<file path="config.mk">
export PLATFORM = sky130hd
export DESIGN_NAME = iocc_top
export DESIGN_NICKNAME = d
export VERILOG_FILES = /design/src/hw/iocc_pkg.sv /design/src/hw/iocc_osc_if.sv /design/src/hw/iocc_top.sv /design/src/hw/iocc_ready_timer.sv /design/src/hw/iocc_rtc_div.sv
export SDC_FILE = /design/constraint.sdc
export NUM_CORES = 1
export LEC_CHECK = 0
export BUFFER_PORTS_ARGS = -buffer_cell sky130_fd_sc_hd__buf_4
export CAP_MARGIN = 40
export CORE_MARGIN = 2
export CORE_UTILIZATION = 50
export CTS_CLUSTER_SIZE = 16
export DETAILED_ROUTE_END_ITERATION = 8
export GPL_ROUTABILITY_DRIVEN = 0
export PLACE_DENSITY = 0.75
export SETUP_SLACK_MARGIN = 0.15
export SLEW_MARGIN = 25
export SYNTH_ARGS = -nofsm -noshare
export SYNTH_HDL_FRONTEND = slang
export SYNTH_HIERARCHICAL = 1
export SYNTH_SLANG_ARGS = --single-unit
</file>
<file path="constraint.sdc">
create_clock -name clk -period 2.1 [get_ports clk]
set_input_delay 0.105 -clock clk [delete_from_list [all_inputs] [get_ports clk]]
set_output_delay 0.105 -clock clk [all_outputs]
set_load 0.05 [all_outputs]
</file>
<file path="src/hw/iocc_pkg.sv">
package iocc_pkg;
  typedef enum logic [2:0] {
    IOCC_SYS_MID,
    IOCC_SYS_SLOW,
    IOCC_SYS_FAST,
    IOCC_SYS_EXT,
    IOCC_SYS_PLL
  } iocc_sys_t;
  typedef enum logic [1:0] {
    IOCC_PLL_MID,
    IOCC_PLL_FAST_DIV4,
    IOCC_PLL_EXT
  } iocc_pll_t;
  localparam logic [2:0] IOCC_EN_RESET = 3'h2;
  localparam int IOCC_STARTUP_CYCLES = 16;
  localparam int IOCC_CAL_W = 8;
  localparam logic [7:0] IOCC_CAL_SLOW_RESET = 8'h80;
  localparam logic [7:0] IOCC_CAL_MID_RESET = 8'h80;
  localparam logic [7:0] IOCC_CAL_FAST_RESET = 8'h80;
  localparam int IOCC_RTC_DIV = 32;
  localparam int IOCC_FAST_PLL_DIV = 4;
endpackage : iocc_pkg

</file>
<file path="src/hw/iocc_osc_if.sv">
`timescale 1ns/10ps
interface iocc_osc_if;
  logic enable;
  logic osc_tick;
  logic ready;
  modport ctrl (output enable, input ready);
  modport osc (input enable, input osc_tick, output ready);
endinterface : iocc_osc_if

</file>
<file path="src/hw/iocc_top.sv">
`timescale 1ns/10ps
module iocc_top (
  input wire logic clk,
  input wire logic rst_n,
  input wire logic rc_osc_slow_enable,
  input wire logic rc_osc_mid_enable,
  input wire logic ring32m_enable,
  input wire logic en_write,
  input wire logic slow_tick_in,
  input wire logic mid_tick_in,
  input wire logic fast_tick_in,
  input wire logic ext_ready_in,
  input wire logic pll_ready_in,
  input wire logic [7:0] cal_wdata,
  input wire logic cal_write,
  input wire logic [2:0] sys_sel_req,
  input wire logic sys_sel_write,
  input wire logic [1:0] pll_src_req,
  input wire logic pll_src_write,
  input wire logic rtc_use_slow,
  input wire logic autocal_use_slow,
  input wire logic ulp_demand,
  output logic rc_osc_slow_en_q,
  output logic rc_osc_mid_en_q,
  output logic ring32m_en_q,
  output logic rc_osc_slow_ready,
  output logic rc_osc_mid_ready,
  output logic ring32m_ready,
  output logic [7:0] slow_rc_calibration,
  output logic [7:0] mid_rc_calibration,
  output logic [7:0] fast_ring_calibration,
  output logic [2:0] sys_sel,
  output logic sys_sel_refused,
  output logic [1:0] pll_src,
  output logic fast_pll_tick,
  output logic rtc_tick,
  output logic autocal_ref_tick,
  output logic ultra_low_power_osc_enable
);
  // pin-sourced inputs: two-flop synchronisers
  logic [4:0] s1;
  logic [4:0] s2;
  logic [4:0] s3;
  always_ff @(posedge clk or negedge rst_n) begin
    if (!rst_n) begin
      s1 <= 5'h00;
      s2 <= 5'h00;
      s3 <= 5'h00;
    end else begin
      s1 <= {pll_ready_in, ext_ready_in, fast_tick_in, mid_tick_in, slow_tick_in};
      s2 <= s1;
      s3 <= s2;
    end
  end
  // edge of synchronised oscillator levels counts as one tick
  logic [2:0] tick;
  assign tick = s2[2:0] & ~s3[2:0];

  logic [2:0] en;
  logic [2:0] next_en;
  logic [7:0] cal_slow;
  logic [7:0] next_cal_slow;
  iocc_pkg::iocc_sys_t sel;
  iocc_pkg::iocc_sys_t next_sel;
  iocc_pkg::iocc_pll_t psrc;
  iocc_pkg::iocc_pll_t next_psrc;
  logic refused;
  logic next_refused;
  logic [1:0] fdiv;
  logic [1:0] next_fdiv;
  logic fpll;
  logic next_fpll;
  logic aref;
  logic next_aref;
  logic ulp;
  logic next_ulp;
  logic [2:0] rdy;
  logic rtc_pulse;
  logic src_ok;

  iocc_osc_if osc_if [3] ();
  // one ready timer per software-enabled oscillator
  genvar g;
  generate
    for (g = 0; g < 3; g++) begin : gen_osc
      assign osc_if[g].enable = en[g];
      assign osc_if[g].osc_tick = tick[g];
      assign rdy[g] = osc_if[g].ready;
      iocc_ready_timer #(.STARTUP(iocc_pkg::IOCC_STARTUP_CYCLES)) u_timer (
        .clk(clk),
        .rst_n(rst_n),
        .port_osc(osc_if[g])
      );
    end
  endgenerate

  // rtc sees slow rc only after the divide to 1.024 kHz
  iocc_rtc_div #(.DIV(iocc_pkg::IOCC_RTC_DIV)) u_rtc_div (
    .clk(clk),
    .rst_n(rst_n),
    .in_tick(tick[0] & rdy[0] & rtc_use_slow),
    .out_tick(rtc_pulse)
  );

  // readiness of a requested system clock; ulp has no code here
  always_comb begin
    unique case (iocc_pkg::iocc_sys_t'(sys_sel_req))
      iocc_pkg::IOCC_SYS_MID: src_ok = rdy[1];
      iocc_pkg::IOCC_SYS_SLOW: src_ok = rdy[0];
      iocc_pkg::IOCC_SYS_FAST: src_ok = rdy[2];
      iocc_pkg::IOCC_SYS_EXT: src_ok = s2[3];
      iocc_pkg::IOCC_SYS_PLL: src_ok = s2[4];
      default: src_ok = 1'b0;
    endcase
  end

  always_comb begin
    next_en = en;
    next_cal_slow = cal_slow;
    next_sel = sel;
    next_psrc = psrc;
    next_refused = 1'b0;
    // independent enables, no exclusion between sources
    if (en_write) begin
      next_en = {ring32m_enable, rc_osc_mid_enable, rc_osc_slow_enable};
    end
    if (cal_write) begin
      next_cal_slow = cal_wdata;
    end
    if (sys_sel_write) begin
      if (src_ok) begin
        next_sel = iocc_pkg::iocc_sys_t'(sys_sel_req);
      end else begin
        next_refused = 1'b1;
      end
    end
    // slow rc has no pll code, so it can never be chosen
    if (pll_src_write && pll_src_req != 2'h3) begin
      next_psrc = iocc_pkg::iocc_pll_t'(pll_src_req);
    end
  end

  // fast ring to pll: one pulse per four fast ticks
  always_comb begin
    next_fdiv = fdiv;
    next_fpll = 1'b0;
    if (tick[2] && rdy[2]) begin
      next_fdiv = fdiv + 2'h1;
      next_fpll = (fdiv == 2'(iocc_pkg::IOCC_FAST_PLL_DIV - 1));
    end
    next_aref = tick[0] & rdy[0] & autocal_use_slow;
    // ulp runs whenever a consumer asks, without any software bit
    next_ulp = ulp_demand;
  end

  always_ff @(posedge clk or negedge rst_n) begin
    if (!rst_n) begin
      en <= iocc_pkg::IOCC_EN_RESET;
      cal_slow <= iocc_pkg::IOCC_CAL_SLOW_RESET;
      sel <= iocc_pkg::IOCC_SYS_MID;
      psrc <= iocc_pkg::IOCC_PLL_MID;
      refused <= 1'b0;
      fdiv <= 2'h0;
      fpll <= 1'b0;
      aref <= 1'b0;
      ulp <= 1'b0;
    end else begin
      en <= next_en;
      cal_slow <= next_cal_slow;
      sel <= next_sel;
      psrc <= next_psrc;
      refused <= next_refused;
      fdiv <= next_fdiv;
      fpll <= next_fpll;
      aref <= next_aref;
      ulp <= next_ulp;
    end
  end

  // registered copies so the ready and rtc_tick outputs come from a flop
  always_ff @(posedge clk or negedge rst_n) begin
    if (!rst_n) begin
      rc_osc_slow_ready <= 1'b0;
      rc_osc_mid_ready <= 1'b0;
      ring32m_ready <= 1'b0;
      rtc_tick <= 1'b0;
    end else begin
      rc_osc_slow_ready <= rdy[0] & en[0];
      rc_osc_mid_ready <= rdy[1] & en[1];
      ring32m_ready <= rdy[2] & en[2];
      rtc_tick <= rtc_pulse;
    end
  end

  assign rc_osc_slow_en_q = en[0];
  assign rc_osc_mid_en_q = en[1];
  assign ring32m_en_q = en[2];
  assign slow_rc_calibration = cal_slow;
  // factory values held after reset; auto-calibration lies outside
  assign mid_rc_calibration = iocc_pkg::IOCC_CAL_MID_RESET;
  assign fast_ring_calibration = iocc_pkg::IOCC_CAL_FAST_RESET;
  assign sys_sel = sel;
  assign sys_sel_refused = refused;
  assign pll_src = psrc;
  assign fast_pll_tick = fpll;
  assign autocal_ref_tick = aref;
  assign ultra_low_power_osc_enable = ulp;
endmodule : iocc_top

</file>
<file path="src/hw/iocc_ready_timer.sv">
`timescale 1ns/10ps
module iocc_ready_timer #(
  parameter int STARTUP = iocc_pkg::IOCC_STARTUP_CYCLES
) (
  input wire logic clk,
  input wire logic rst_n,
  iocc_osc_if.osc port_osc
);
  localparam int CW = $clog2(STARTUP + 1);
  logic [CW-1:0] count;
  logic [CW-1:0] next_count;
  logic ready_q;
  logic next_ready;
  initial begin
    if (STARTUP < 1) $error("startup must be at least one tick");
  end
  // ready only after STARTUP oscillator ticks with enable held
  always_comb begin
    next_count = count;
    next_ready = ready_q;
    if (!port_osc.enable) begin
      next_count = '0;
      next_ready = 1'b0;
    end else if (!ready_q && port_osc.osc_tick) begin
      if (count == CW'(STARTUP - 1)) begin
        next_ready = 1'b1;
      end else begin
        next_count = count + 1'b1;
      end
    end
  end
  always_ff @(posedge clk or negedge rst_n) begin
    if (!rst_n) begin
      count <= '0;
      ready_q <= 1'b0;
    end else begin
      count <= next_count;
      ready_q <= next_ready;
    end
  end
  assign port_osc.ready = ready_q;
endmodule : iocc_ready_timer

</file>
<file path="src/hw/iocc_rtc_div.sv">
`timescale 1ns/10ps
module iocc_rtc_div #(
  parameter int DIV = iocc_pkg::IOCC_RTC_DIV
) (
  input wire logic clk,
  input wire logic rst_n,
  input wire logic in_tick,
  output logic out_tick
);
  localparam int CW = $clog2(DIV);
  logic [CW-1:0] count;
  logic [CW-1:0] next_count;
  logic pulse;
  logic next_pulse;
  initial begin
    if (DIV < 2) $error("divider must be at least two");
  end
  always_comb begin
    next_count = count;
    next_pulse = 1'b0;
    if (in_tick) begin
      if (count == CW'(DIV - 1)) begin
        next_count = '0;
        next_pulse = 1'b1;
      end else begin
        next_count = count + 1'b1;
      end
    end
  end
  always_ff @(posedge clk or negedge rst_n) begin
    if (!rst_n) begin
      count <= '0;
      pulse <= 1'b0;
    end else begin
      count <= next_count;
      pulse <= next_pulse;
    end
  end
  assign out_tick = pulse;
endmodule : iocc_rtc_div

</file>
**Word level (Yosys, flattened, before mapping)**

Index checks and enable logic that the tools add are counted.

- Register bits after elaboration: 63
- Latch bits: 0
- Memory bits (writable): 0
- Bits in read-only memories: 0
- Input bits: 30
- Output and inout port bits: 40
- Word-level logic and storage cells: 97
- Memories: 0

- $add $sub $neg: 5
- Multipliers: 0
- Divide/modulo/power cells: 0
- Magnitude comparators: 0
- Equality and inequality tests: 19
- Shift-type cells: 0
- Mux-type cells: 25
- Bitwise gates (word level): 8
- Reductions and logical operators: 16

Operator list:

| operator | number |
|---|---|
| $mux W5 | 10 |
| $add A5 B1 Y5 const B | 4 |
| $eq A5 B4 Y1 const B | 3 |
| $mux W1 | 14 |
| $reduce_and A2 Y1 | 7 |
| $ne A2 B1 Y1 const B | 6 |
| $ne A2 B2 Y1 const B | 4 |
| $and A1 B1 Y1 | 6 |
| $eq A3 B2 Y1 const B | 2 |
| $eq A5 B5 Y1 const B | 1 |
| $logic_and A1 B1 Y1 | 5 |
| $pmux W1 S5 | 1 |
| $and A3 B3 Y3 | 1 |
| $eq A3 B1 Y1 const B | 1 |
| $eq A3 B3 Y1 const B | 1 |
| $logic_not A1 Y1 | 3 |
| $logic_not A3 Y1 | 1 |
| $not A3 Y3 | 1 |
| $add A2 B1 Y2 const B | 1 |
| $eq A2 B2 Y1 const B | 1 |

**Logic depth before layout (Yosys ltp)**

Gate-level depths: netlist of the first run.

- Depth in word-level cells: 5
- Depth in mapped cells: 6
- Mapped depth without buffers: 6

**Modules after synthesis**

The synthesis of the first run kept the hierarchy.

Modules (own cells, without submodules):

| module | instances | cells an instance | area each (µm²) | sequential area each (µm²) |
|---|---|---|---|---|
| iocc_top | 1 | 104 | 1476.4 | 978.4 |
| iocc_ready_timer | 3 | 27 | 310.3 | 150.1 |
| iocc_rtc_div | 1 | 23 | 292.8 | 150.1 |

**Worst setup path after synthesis of the first run**

OpenSTA, ideal clock, no wires.

- Path type: register -> register
- From: register gen_osc[0].u_timer.count[0]
- To: register gen_osc[0].u_timer.count[3]
- Library setup time: 0.125 ns
- Arrival time: 1.537 ns
- Required time: 1.975 ns
- Setup slack: 0.439 ns
- Stages on the path, launching flop included: 7
- Path buffers: 0
- Period minus slack after synthesis: 1.661 ns
- Cell sequence: dfrtp_1 ha_1 and3_1 ha_1 nor3b_4 nand4_1 mux2i_1

- Word-level cells in the longest chain between the ends: 4
- Elaborated cells on any way between the ends: 7
- Classes of those cells: 1 x add/sub; 2 x eq/ne; 3 x mux; 1 x reduce/logical

RTL lines:

| element | line | source |
|---|---|---|
| from (decl) | iocc_ready_timer.sv:10 | `logic [CW-1:0] count;` |
| from (signal assigned) | iocc_ready_timer.sv:37 | `count <= next_count;` |
| $add A5 B1 Y5 | iocc_ready_timer.sv:28 | `next_count = count + 1'b1;` |
| $mux W5 | iocc_ready_timer.sv:25 | `if (count == CW'(STARTUP - 1)) begin` |
| $mux W5 | iocc_ready_timer.sv:24 | `end else if (!ready_q && port_osc.osc_tick) begin` |
| $mux W5 | iocc_ready_timer.sv:21 | `if (!port_osc.enable) begin` |

Several ways; a longest one is shown, not always the timed one. The select of a mux whose other input is x is not followed.
A chain may end at the register's enable or synchronous reset.

**Worst setup path in the final report of the first run**

- From: register gen_osc[2].u_timer.count[0]
- To: register gen_osc[2].u_timer.count[3]

- Word-level cells in the longest chain between the ends: 4
- Elaborated cells on any way between the ends: 7
- Classes of those cells: 1 x add/sub; 2 x eq/ne; 3 x mux; 1 x reduce/logical

RTL lines:

| element | line |
|---|---|
| from (decl) | iocc_ready_timer.sv:10 |
| from (signal assigned) | iocc_ready_timer.sv:37 |
| $add A5 B1 Y5 | iocc_ready_timer.sv:28 |
| $mux W5 | iocc_ready_timer.sv:25 |
| $mux W5 | iocc_ready_timer.sv:24 |
| $mux W5 | iocc_ready_timer.sv:21 |

Several ways; a longest one is shown, not always the timed one. The select of a mux whose other input is x is not followed.

==> impl_metrics.csv, run 1 <==
group,metric,value,unit
run_status,outcome,"finished clean",
detailed_routing,vias,1754,
power_and_ir_drop,power_density,789,mW/mm^2
grt,grt-ovfl-total,0,
setup_path,worstSetupEndpointType,"flop",
setup_path,r2r_end,"gen_osc[2].u_timer/count[3]",
setup_path,critPathLaunchType,"flop",
sta,fmax,0.556,GHz
detailed_routing,drt_iter0_markers,61,
clocking,root_buffer,"clkbuf_8",
clocking,cts-resized-gates,0,
run,cap_violations,0,
final_layout,areaGrowthSynthToFinish,30.5,%
setup_path,cp.required,2320,ps
synth,postSynthCellCount,208,
setup_path,crit_start,"gen_osc[2].u_timer/count[0]",
synth,mappedNetlistArea,0.00270,mm^2
setup_path,critPathKind,"flop to flop",
sta,fin_crit_sh,85.6,%
power_and_ir_drop,p_leak,1.83,nW
synth,ys_ff_latch,63,
final_layout,fin_cells,365,
floorplanning,dieArea,0.00600,mm^2
sta,finalHoldViolations,0,
grt,use_met2,26.9,%
power_and_ir_drop,p_clk_share,33.9,%
grt,grt.busiest_layer,"met2",
setup_path,crit_path_max_fanout,6,
clocking,clkLatencyLatePin,340,ps
sta,drv_slew,0,
sta,setup_viol,0,
power_and_ir_drop,pwr-share-comb,18.0,%
sta,fin_crit,1800,ps
synth,synth.distinct_cells,33,
clocking,clk_path_buf_depth,2,
setup_path,crit_end,"gen_osc[2].u_timer/count[3]",
placement,hpwl,2980,um
clocking,htree_levels,3,
grt,grt_max_degree,64,
setup_path,cp.arrival,2020,ps
sta,fin_tns_setup,0,ps
final_layout,insertedDiodeCount,0,
detailed_routing,via_per_inst,4.81,
floorplanning,core,0.00517,mm^2
clocking,cts.sinks,63,
floorplanning,num_io_pins,70,
detailed_routing,drt_wl_total,4720,um
power_and_ir_drop,pwr-share-seq,48.1,%
clocking,cts_made_buffers,9,
floorplanning,die_x,77.5,um
grt,grt_pass1_wl,7800,um
power_and_ir_drop,peakVddDrop,0.630,mV
synth,yosysWarnings,6,
setup_path,reg2reg_slack,300,ps
synth,synth.avg_cell_area,13.0,um^2
grt,grt_pass1_vias,1647,
setup_path,r2r_start,"gen_osc[2].u_timer/count[0]",
sta,fin_skew,8.35,ps
grt,gr-usage-all-layers,17.4,%
clocking,cts_tree,"done",
placement,portBuffers,53,
floorplanning,initial_core_util,52.2,%
worst_hold_path,min_path_type,"primary input to flop",
power_and_ir_drop,p_sw_share,28.1,%
sta,rsz0062_at_grt,"no",
final_layout,finalNetCount,329,
detailed_routing,ant_nets,0,
grt,grt.met1_usage,20.4,%
detailed_routing,avgRoutedWirePerCell,12.9,um
detailed_routing,route.detailed.drc,0,
floorplanning,dieHeight,77.5,um
placement,place_inst,327,
setup_path,reg2reg_depth,6,
final_layout,drive_gt1_share,29.8,%
detailed_routing,first_pass_iters,4,
synth,yosysSeqAreaShare,58.5,%
grt,grt_util_met3,9.65,%
clocking,clk_pin_slew,60,ps
power_and_ir_drop,p_int,0.00200,W
floorplanning,rows,26,
power_and_ir_drop,switchingPower,0.000781,W
grt,antenna_found_initial,0,
metrics by stage:
step                      hold slack [ps]  util [%]  setup slack (ps)  power (W)  area [um^2]
final                                30.0      68.1               302    0.00278         3520
after detailed placement              216      60.1               300    0.00182         3110
after CTS                            1.45      67.6               283    0.00282         3500
after global placement                214      60.1               378    0.00181         3110
after floorplan                      -191         -               439    0.00168         2750
after global routing                 14.9      68.1               223    0.00291         3520
cell usage after synthesis:
cell type	instances	area share, %
o21a_1	1	0.28
buf_4	17	4.7
o211a_1	3	1.1
nor2_1	7	0.97
a21oi_1	3	0.56
conb_1	2	0.28
nor4b_1	1	0.32
mux2i_1	13	4.8
a21o_2	1	0.32
and2_1	7	1.6
xor2_1	3	0.97
nand4_1	3	0.70
a22o_1	1	0.32
nand2_1	14	1.9
mux2_2	14	5.8
nor3b_4	3	2.1
nor3b_1	1	0.28
clkbuf_1	1	0.14
o21ai_0	1	0.19
mux2_1	1	0.42
o22ai_2	1	0.46
and3_1	8	1.9
a311oi_1	1	0.32
xnor2_1	1	0.32
dfrtp_1	61	57
ha_1	9	4.2
nor2b_1	11	2.5
nand2b_1	7	1.6
nor4bb_1	1	0.37
mux2_4	1	0.56
a31oi_1	3	0.70
dfstp_2	2	1.9
inv_1	5	0.70
worst min path at each step:
stage / end / cells after the start / start / slack (ps)
detailed placement: s1[0] / 1 / slow_tick_in / 220
global placement: s1[2] / 1 / fast_tick_in / 210
finish: pll_src[1] / 3 / pll_src_req[1] / 30
floorplan: autocal_ref_tick / 0 / rst_n / -190
global route: sys_sel[1] / 2 / sys_sel_req[1] / 10
CTS: pll_src[1] / 3 / pll_src_req[1] / 1
layout by cell type, fill, tap and decap left out, types with 2 or more instances in the layout:
cell            n
xor2_1          3
inv_1           5
dfrtp_1        61
a31oi_1         3
mux2_2         14
nor2_1          7
and2_1          7
clkbuf_1        4
a21oi_1         3
nor3b_4         3
clkbuf_8       12
nand2_1        14
ha_1            9
buf_4          53
dfstp_2         2
nor2b_1        11
nand4_1         3
o211a_1         3
and3_1          8
conb_1         16
mux2i_1        13
nand2b_1        7
dlygate4sd3_1  21
registers in the layout (all words and copies together) (netlist names), 3 cells and up:
register / cells
sys_sel: 3
s1: 5
gen_osc.u_timer/count: 15
en: 3
gen_osc.u_timer/port_osc.ready: 3
slow_rc_calibration: 8
s2: 5
u_rtc_div/count: 5
s3: 3
what timing repair did:
action	4_1_cts	5_1_grt
hold endpoints to repair	81	0
hold buffers	21	0
setup buffers	0	0
layout make-up:
type,instances,area [um^2]
tap,70,87.6
clock buffer,16,180
inverter,5,18.8
fill,387,1650
multi-input combinational,136,1020
sequential,63,1580
timing repair buffer,75,636
power by group through the flow:
| stage | Combinational [W] | Sequential (W) | Clock, W |
|---|---|---|---|
| after detailed placement | 0.000463 | 0.00136 | 0 |
| after global placement | 0.000459 | 0.00135 | 0 |
| after CTS | 0.000495 | 0.00134 | 0.000986 |
| after floorplan | 0.000183 | 0.00150 | 0 |
| after global routing | 0.000530 | 0.00135 | 0.00104 |
| final | 0.000501 | 0.00134 | 0.000943 |
worst max-delay path, cell delays in order (launching register included):
cell	delay [ps]
dfrtp_1	410
ha_1	220
and3_1	180
ha_1	220
nor3b_4	340
nand4_1	180
mux2i_1	140
per-layer routing:
layer	share of wire (%)	routed length, um
met2	49	2290
met1	43	2010
met5	0	0
met3	7.4	351
met4	1.2	58
logic make-up after synthesis:
logic type	Yosys count	synth area share [%]
AO/OA/AOI/OAI	15	4.26
XOR/XNOR	4	1.30
adder cells (fa/ha/maj)	9	4.17
buffers and inverters	23	5.56
flip-flops	63	58.5
multiplexers	29	11.6
other	2	0.278
AND/OR/NAND/NOR	63	14.3
Power figures use the tool's default switching activity.
==> run 2, diff against run 1 <==
--- a/config.mk
+++ b/config.mk
@@ -5,6 +5,7 @@
 export SDC_FILE = /design/constraint.sdc
 export NUM_CORES = 1
 export LEC_CHECK = 0
+export ABC_AREA = 1
 export BUFFER_PORTS_ARGS = -buffer_cell sky130_fd_sc_hd__buf_4
 export CAP_MARGIN = 40
 export CORE_MARGIN = 2
==> run 2 against run 1 <==
Against the previous run: power increased by 1.9%; hold slack got worse by 15 ps; global-route usage decreased by 0.39 points; clock skew decreased by 1.2 ps.
==> impl_metrics.csv, run 2 <==
group,metric,value,unit
placement,portBuffers,53,
detailed_routing,avgRoutedWirePerCell,11.1,um
grt,grt_pass1_vias,1895,
setup_path,cp_top_family,"simple AND/OR/NAND/NOR gates",
floorplanning,die_x,78.3,um
grt,use_met2,30.3,%
sta,fin_skew,7.14,ps
sta,drv_slew,0,
synth,synthArstFlopShare,100,%
power_and_ir_drop,p_leak,1.81,nW
setup_path,critPathKind,"flop to flop",
grt,grt_pass1_wl,8000,um
worst_hold_path,worstHoldStart,"autocal_use_slow",
sta,finalHoldViolations,0,
setup_path,worst_path_max_delay_cell,"nor2_1",
grt,grt_util_met3,5.86,%
setup_path,worstSetupEndpointType,"flop",
grt,grt.busiest_layer,"met2",
synth,synth.avg_cell_area,10.3,um^2
floorplanning,initial_core_util,51.0,%
floorplanning,rows,27,
synth,synth_top_cells_by_count,"dfrtp_1 (61), nand2_1 (49), nor2_1 (29)",
floorplanning,num_io_pins,70,
clocking,htree_levels,3,
sta,fin_crit_sh,80.8,%
detailed_routing,first_pass_iters,4,
clocking,cts_made_buffers,9,
synth,synthFlopType,"dfrtp_1",
final_layout,final_common_cell,"dfrtp_1",
setup_path,cp.arrival,1910,ps
clocking,root_buffer,"clkbuf_8",
grt,grt_max_degree,64,
synth,yosysTopAreaCell,"dfrtp_1",
final_layout,insertedDiodeCount,0,
sta,tightest_slew,676,ps
setup_path,crit_chain,"inv_1, nor2_1, nand2_1, nor2_1, nand2_4, nor2_4, nand2_1, nand2_1, nor2_1",
clocking,cts.sinks,63,
placement,hpwl,3290,um
run_status,outcome,"finished clean",
sta,rsz0062_at_grt,"no",
run,cap_violations,0,
clocking,cts-resized-gates,0,
clocking,clkLatencyLatePin,330,ps
final_layout,finalNetCount,383,
setup_path,cp_num_buf_inv,1,
setup_path,r2r_start,"s2[0]",
grt,grt-ovfl-total,0,
synth,synth.most_common_cell,"dfrtp_1",
sta,setup_viol,0,
sta,fin_tns_setup,0,ps
clocking,clk_path_buf_depth,2,
power_and_ir_drop,power_density,801,mW/mm^2
setup_path,crit_path_max_fanout,7,
synth,yosysSeqAreaShare,57.3,%
final_layout,areaGrowthSynthToFinish,28.3,%
synth,synth_top_area_share,55.4,%
synth,yosysWarnings,6,
grt,grt.met1_usage,18.8,%
clocking,clk_pin_slew,60,ps
detailed_routing,ant_nets,0,
floorplanning,dieHeight,78.3,um
setup_path,cp.required,2320,ps
grt,antenna_found_initial,0,
detailed_routing,vias,1910,
setup_path,slowest_delay,530,ps
floorplanning,core,0.00541,mm^2
power_and_ir_drop,peakVddDrop,0.509,mV
detailed_routing,route.detailed.drc,0,
detailed_routing,drt_iter0_markers,49,
sta,fmax,0.589,GHz
detailed_routing,drt_wl_total,4670,um
detailed_routing,via_per_inst,4.55,
sta,relSlewSlack,54.8,%
final_layout,top_register,"gen_osc.u_timer/count",
sta,hold_ws,14.8,ps
setup_path,critPathLaunchType,"flop",
final_layout,mostFrequentLayoutCells,"dfrtp_1 (61), buf_4 (53), nand2_1 (49)",
clocking,cts_setup_buffers,0,
worst_hold_path,min_path_type,"primary input to flop",
sta,fin_crit,1700,ps
synth,synth_area_leaders,"dfrtp_1 (55%), nand2_1 (6.7%), mux2_2 (4.9%)",
synth,ys_ff_latch,63,
synth,mappedNetlistArea,0.00276,mm^2
grt,gr-usage-all-layers,17.0,%
setup_path,crit_start,"s2[0]",
floorplanning,dieArea,0.00612,mm^2
final_layout,largest_register_ffs,15,
synth,postSynthCellCount,268,
clocking,cts_tree,"done",
final_layout,drive_gt1_share,29.9,%
synth,synth-edff-count,0,
synth,synth.distinct_cells,27,
run 2: final cells by class:
class	instances	area, um^2
Clock inverter	3	42.5
Timing Repair Buffer	69	576
Sequential cell	63	1580
Tap cell	72	90.1
Multi-Input combinational cell	171	981
Fill cell	440	1870
Inverter	30	113
Clock buffer	12	155
run 2: power by group:
part,total (W),switching [W],leakage (nW),internal (W)
Clock,0.00103,0.000426,0.0985,0.000605
Combinational,0.000479,0.000323,0.902,0.000156
Sequential,0.00132,0.0000433,0.806,0.00128
run 2: metrics by stage:
stage / cell area (um^2) / total power, W / setup slack (ps) / std cells / utilization [%]
final: 3540 / 0.00283 / 403 / 420 / 65.4
after global routing: 3540 / 0.00296 / 239 / 420 / 65.4
after CTS: 3490 / 0.00285 / 394 / 417 / 64.5
after detailed placement: 3160 / 0.00180 / 407 / 389 / 58.5
after global placement: 3160 / 0.00179 / 542 / 389 / 58.5
after floorplan: 2810 / 0.00166 / 674 / 282 / -
run 2: timing repair:
action | in CTS | in global routing
endpoints found under the hold margin | 73 | 2
setup endpoints to repair | 0 | 0
hold buffers | 13 | 2
run 2: cell families after synthesis:
logic type	synth area share [%]
buffers and inverters	9.03
other	0.272
DFF	57.3
AOI/OAI and AO/OA	3.31
adders and majority gates	4.09
muxes	5.99
and+or+nand+nor	19.7
xor gates and xnor gates	0.318
run 2: routing by layer:
| layer | share of wire (%) | vias up |
|---|---|---|
| met5 | 0 | - |
| met4 | 0.86 | 0 |
| met3 | 4.7 | 5 |
| met2 | 51 | 38 |
| met1 | 43 | 899 |
| li1 | - | 968 |
run 2: path summary, 6_finish.rpt:
check,cells after the start,slack (ps),to
max,9,400,u_rtc_div/count[3]
min,3,10,autocal_ref_tick
max reg2reg,9,400,u_rtc_div/count[3]
min reg2reg,0,350,rtc_tick
max in group asynchronous,3,1350,en[1]
min in group asynchronous,2,210,slow_rc_calibration[6]
run 2: worst reg2reg max path: cells and delay by family, from the launching register on:
kind          cells  cell delay (ps)
simple gates      8             1200
flops             1              340
buf+inv           1               40
==> run 3, diff against run 2 <==
==> constraint.sdc (replaced) <==
create_clock -name clk -period 1.7 [get_ports clk]
set_input_delay 0.085 -clock clk [delete_from_list [all_inputs] [get_ports clk]]
set_output_delay 0.085 -clock clk [all_outputs]
set_load 0.05 [all_outputs]
==> run 3 against run 2 <==
Against the previous run: worst setup slack lost 180 ps; register-to-register slack worse by 180 ps; non-clock buffer count grew 10; cell count increased by 2.6%; global-route usage up 1.2 points.
==> impl_metrics.csv, run 3 (synthesized netlist as in run 2, its figures left out) <==
group,metric,value,unit
clocking,clk_path_buf_depth,2,
run_status,outcome,"finished clean",
clocking,htree_levels,3,
sta,finalHoldViolations,0,
grt,grt_pass1_vias,1974,
grt,grt_max_degree,64,
sta,fin_skew,5.27,ps
power_and_ir_drop,p_leak,1.83,nW
power_and_ir_drop,p_int,0.00232,W
sta,fin_tns_setup,0,ps
detailed_routing,drt_iter0_markers,138,
setup_path,worst_path_max_delay_cell,"dfrtp_1",
floorplanning,die_x,78.3,um
sta,fmax,0.678,GHz
setup_path,crit_top_cell,"nor2_2",
detailed_routing,route.detailed.drc,0,
setup_path,crit_chain,"ha_1, nand2_2, nor2_2, ha_2, nor2_2, nand3_1, nand2_1, nor2_1",
detailed_routing,ant_nets,0,
power_and_ir_drop,power_density,908,mW/mm^2
setup_path,critPathLaunchType,"flop",
final_layout,mostFrequentLayoutCells,"dfrtp_1 (61), buf_4 (58), nand2_1 (45)",
detailed_routing,drt_wl_total,4810,um
setup_path,cp.arrival,1690,ps
detailed_routing,vias,1984,
detailed_routing,via_per_inst,4.60,
sta,fin_crit_sh,86.7,%
sta,fin_crit,1470,ps
placement,place_inst,390,
placement,portBuffers,53,
power_and_ir_drop,p_sw_share,29.4,%
power_and_ir_drop,pwr-share-comb,18.8,%
clocking,cts_made_buffers,9,
setup_path,worstSetupEndpointType,"flop",
setup_path,crit_path_max_fanout,5,
sta,drv_slew,0,
grt,grt_pass1_wl,8670,um
final_layout,largest_register_ffs,15,
sta,setup_viol,0,
final_layout,areaGrowthSynthToFinish,31.3,%
clocking,clk_pin_slew,60,ps
floorplanning,dieHeight,78.3,um
detailed_routing,first_pass_iters,5,
setup_path,cp_top_family,"simple AND/OR/NAND/NOR gates",
grt,antenna_found_initial,0,
floorplanning,initial_core_util,51.0,%
final_layout,insertedDiodeCount,0,
grt,grt-ovfl-total,0,
setup_path,cp.required,1920,ps
floorplanning,num_io_pins,70,
detailed_routing,avgRoutedWirePerCell,11.2,um
grt,gr-usage-all-layers,18.2,%
worst_hold_path,min_path_type,"primary input to flop",
floorplanning,dieArea,0.00612,mm^2
setup_path,slowest_delay,400,ps
floorplanning,rows,27,
setup_path,critPathKind,"flop to flop",
sta,rsz0062_at_grt,"no",
placement,hpwl,3180,um
power_and_ir_drop,p_clk_share,31.5,%
final_layout,drive_gt1_share,32.6,%
final_layout,fin_cells,431,
clocking,cts_tree,"done",
final_layout,fill_cells,426,
run,cap_violations,0,
power_and_ir_drop,peakVddDrop,0.524,mV
clocking,cts.sinks,63,
final_layout,final_common_cell,"dfrtp_1",
final_layout,finalNetCount,393,
power_and_ir_drop,switchingPower,0.000966,W
final_layout,top_register,"gen_osc.u_timer/count",
setup_path,cp_num_buf_inv,0,
floorplanning,core,0.00541,mm^2
clocking,clkLatencyLatePin,320,ps
power_and_ir_drop,pwr-share-seq,49.8,%
clocking,root_buffer,"clkbuf_8",
[run 3: changes by cell type in the layout (fill, tap and decap cells not counted), sizes merged]
cell         delta
buf             +5
bufinv          -1
clkbuf          +3
clkinvlp        -1
dlygate4sd3     +5
[run 3: power by group through the flow]
stage | combinational [W] | sequential, W | clock (W)
floorplan | 0.000222 | 0.00183 | 0
global placement | 0.000552 | 0.00166 | 0
detailed placement | 0.000559 | 0.00166 | 0
CTS | 0.000597 | 0.00163 | 0.00107
global route | 0.000659 | 0.00165 | 0.00115
finish | 0.000617 | 0.00164 | 0.00103
[run 3: through the flow]
| stage | power [W] | instance area [um^2] | hold slack, ps | utilization [%] | setup slack (ps) |
|---|---|---|---|---|---|
| CTS | 0.00331 | 3520 | 6.28 | 65.1 | 191 |
| finish | 0.00329 | 3620 | 13.6 | 66.9 | 226 |
| detailed placement | 0.00222 | 3170 | 196 | 58.6 | 227 |
| global route | 0.00346 | 3620 | 26.2 | 66.9 | 128 |
| floorplan | 0.00205 | 2810 | -211 | - | 274 |
| global placement | 0.00221 | 3170 | 195 | 58.6 | 258 |
[run 3: layer usage]
layer | track usage [%] | vias up | share of wire [%]
met1 | 22.1 | 940 | 41
met2 | 31.1 | 46 | 53
met5 | 0 | - | 0
met3 | 5.75 | 7 | 4.5
met4 | 5.26 | 0 | 1.2
li1 | - | 991 | -
[run 3: worst reg2reg max path: stages (launching register included)]
cell     delay (ps)
dfrtp_1         400
ha_1            220
nand2_2          90
nor2_2           40
ha_2            190
nor2_2          220
nand3_1         100
nand2_1          70
nor2_1           40
[run 3: repair_timing]
item	CTS	global route
setup endpoints to repair	0	12
hold endpoints to repair	80	0
setup buffers	0	4
hold buffers	20	0
gates resized for setup	0	14
[run 3: path summary, 6_finish.rpt]
kind	end	startpoint	slack, ps	cells past startpoint
hold / removal	sys_sel[2]	sys_sel_req[2]	10	3
hold reg to reg	s2[3]	s1[3]	350	0
max in group asynchronous	en[1]	rst_n	970	3
setup reg to reg	gen_osc[0].u_timer/count[3]	gen_osc[0].u_timer/count[1]	230	8
min in group asynchronous	slow_rc_calibration[5]	rst_n	190	2
setup / recovery	gen_osc[0].u_timer/count[3]	gen_osc[0].u_timer/count[1]	230	8
[run 3: final cells by class]
type                    count  area, um^2  area share [%]
repair buffers             79         663            18.3
inverters                  30         113            3.11
clock buffers              15         146            4.05
multi-input cells         171        1020            28.3
clock inverters             1        5.00           0.138
well taps                  72        90.1            2.49
flip-flops and latches     63        1580            43.6
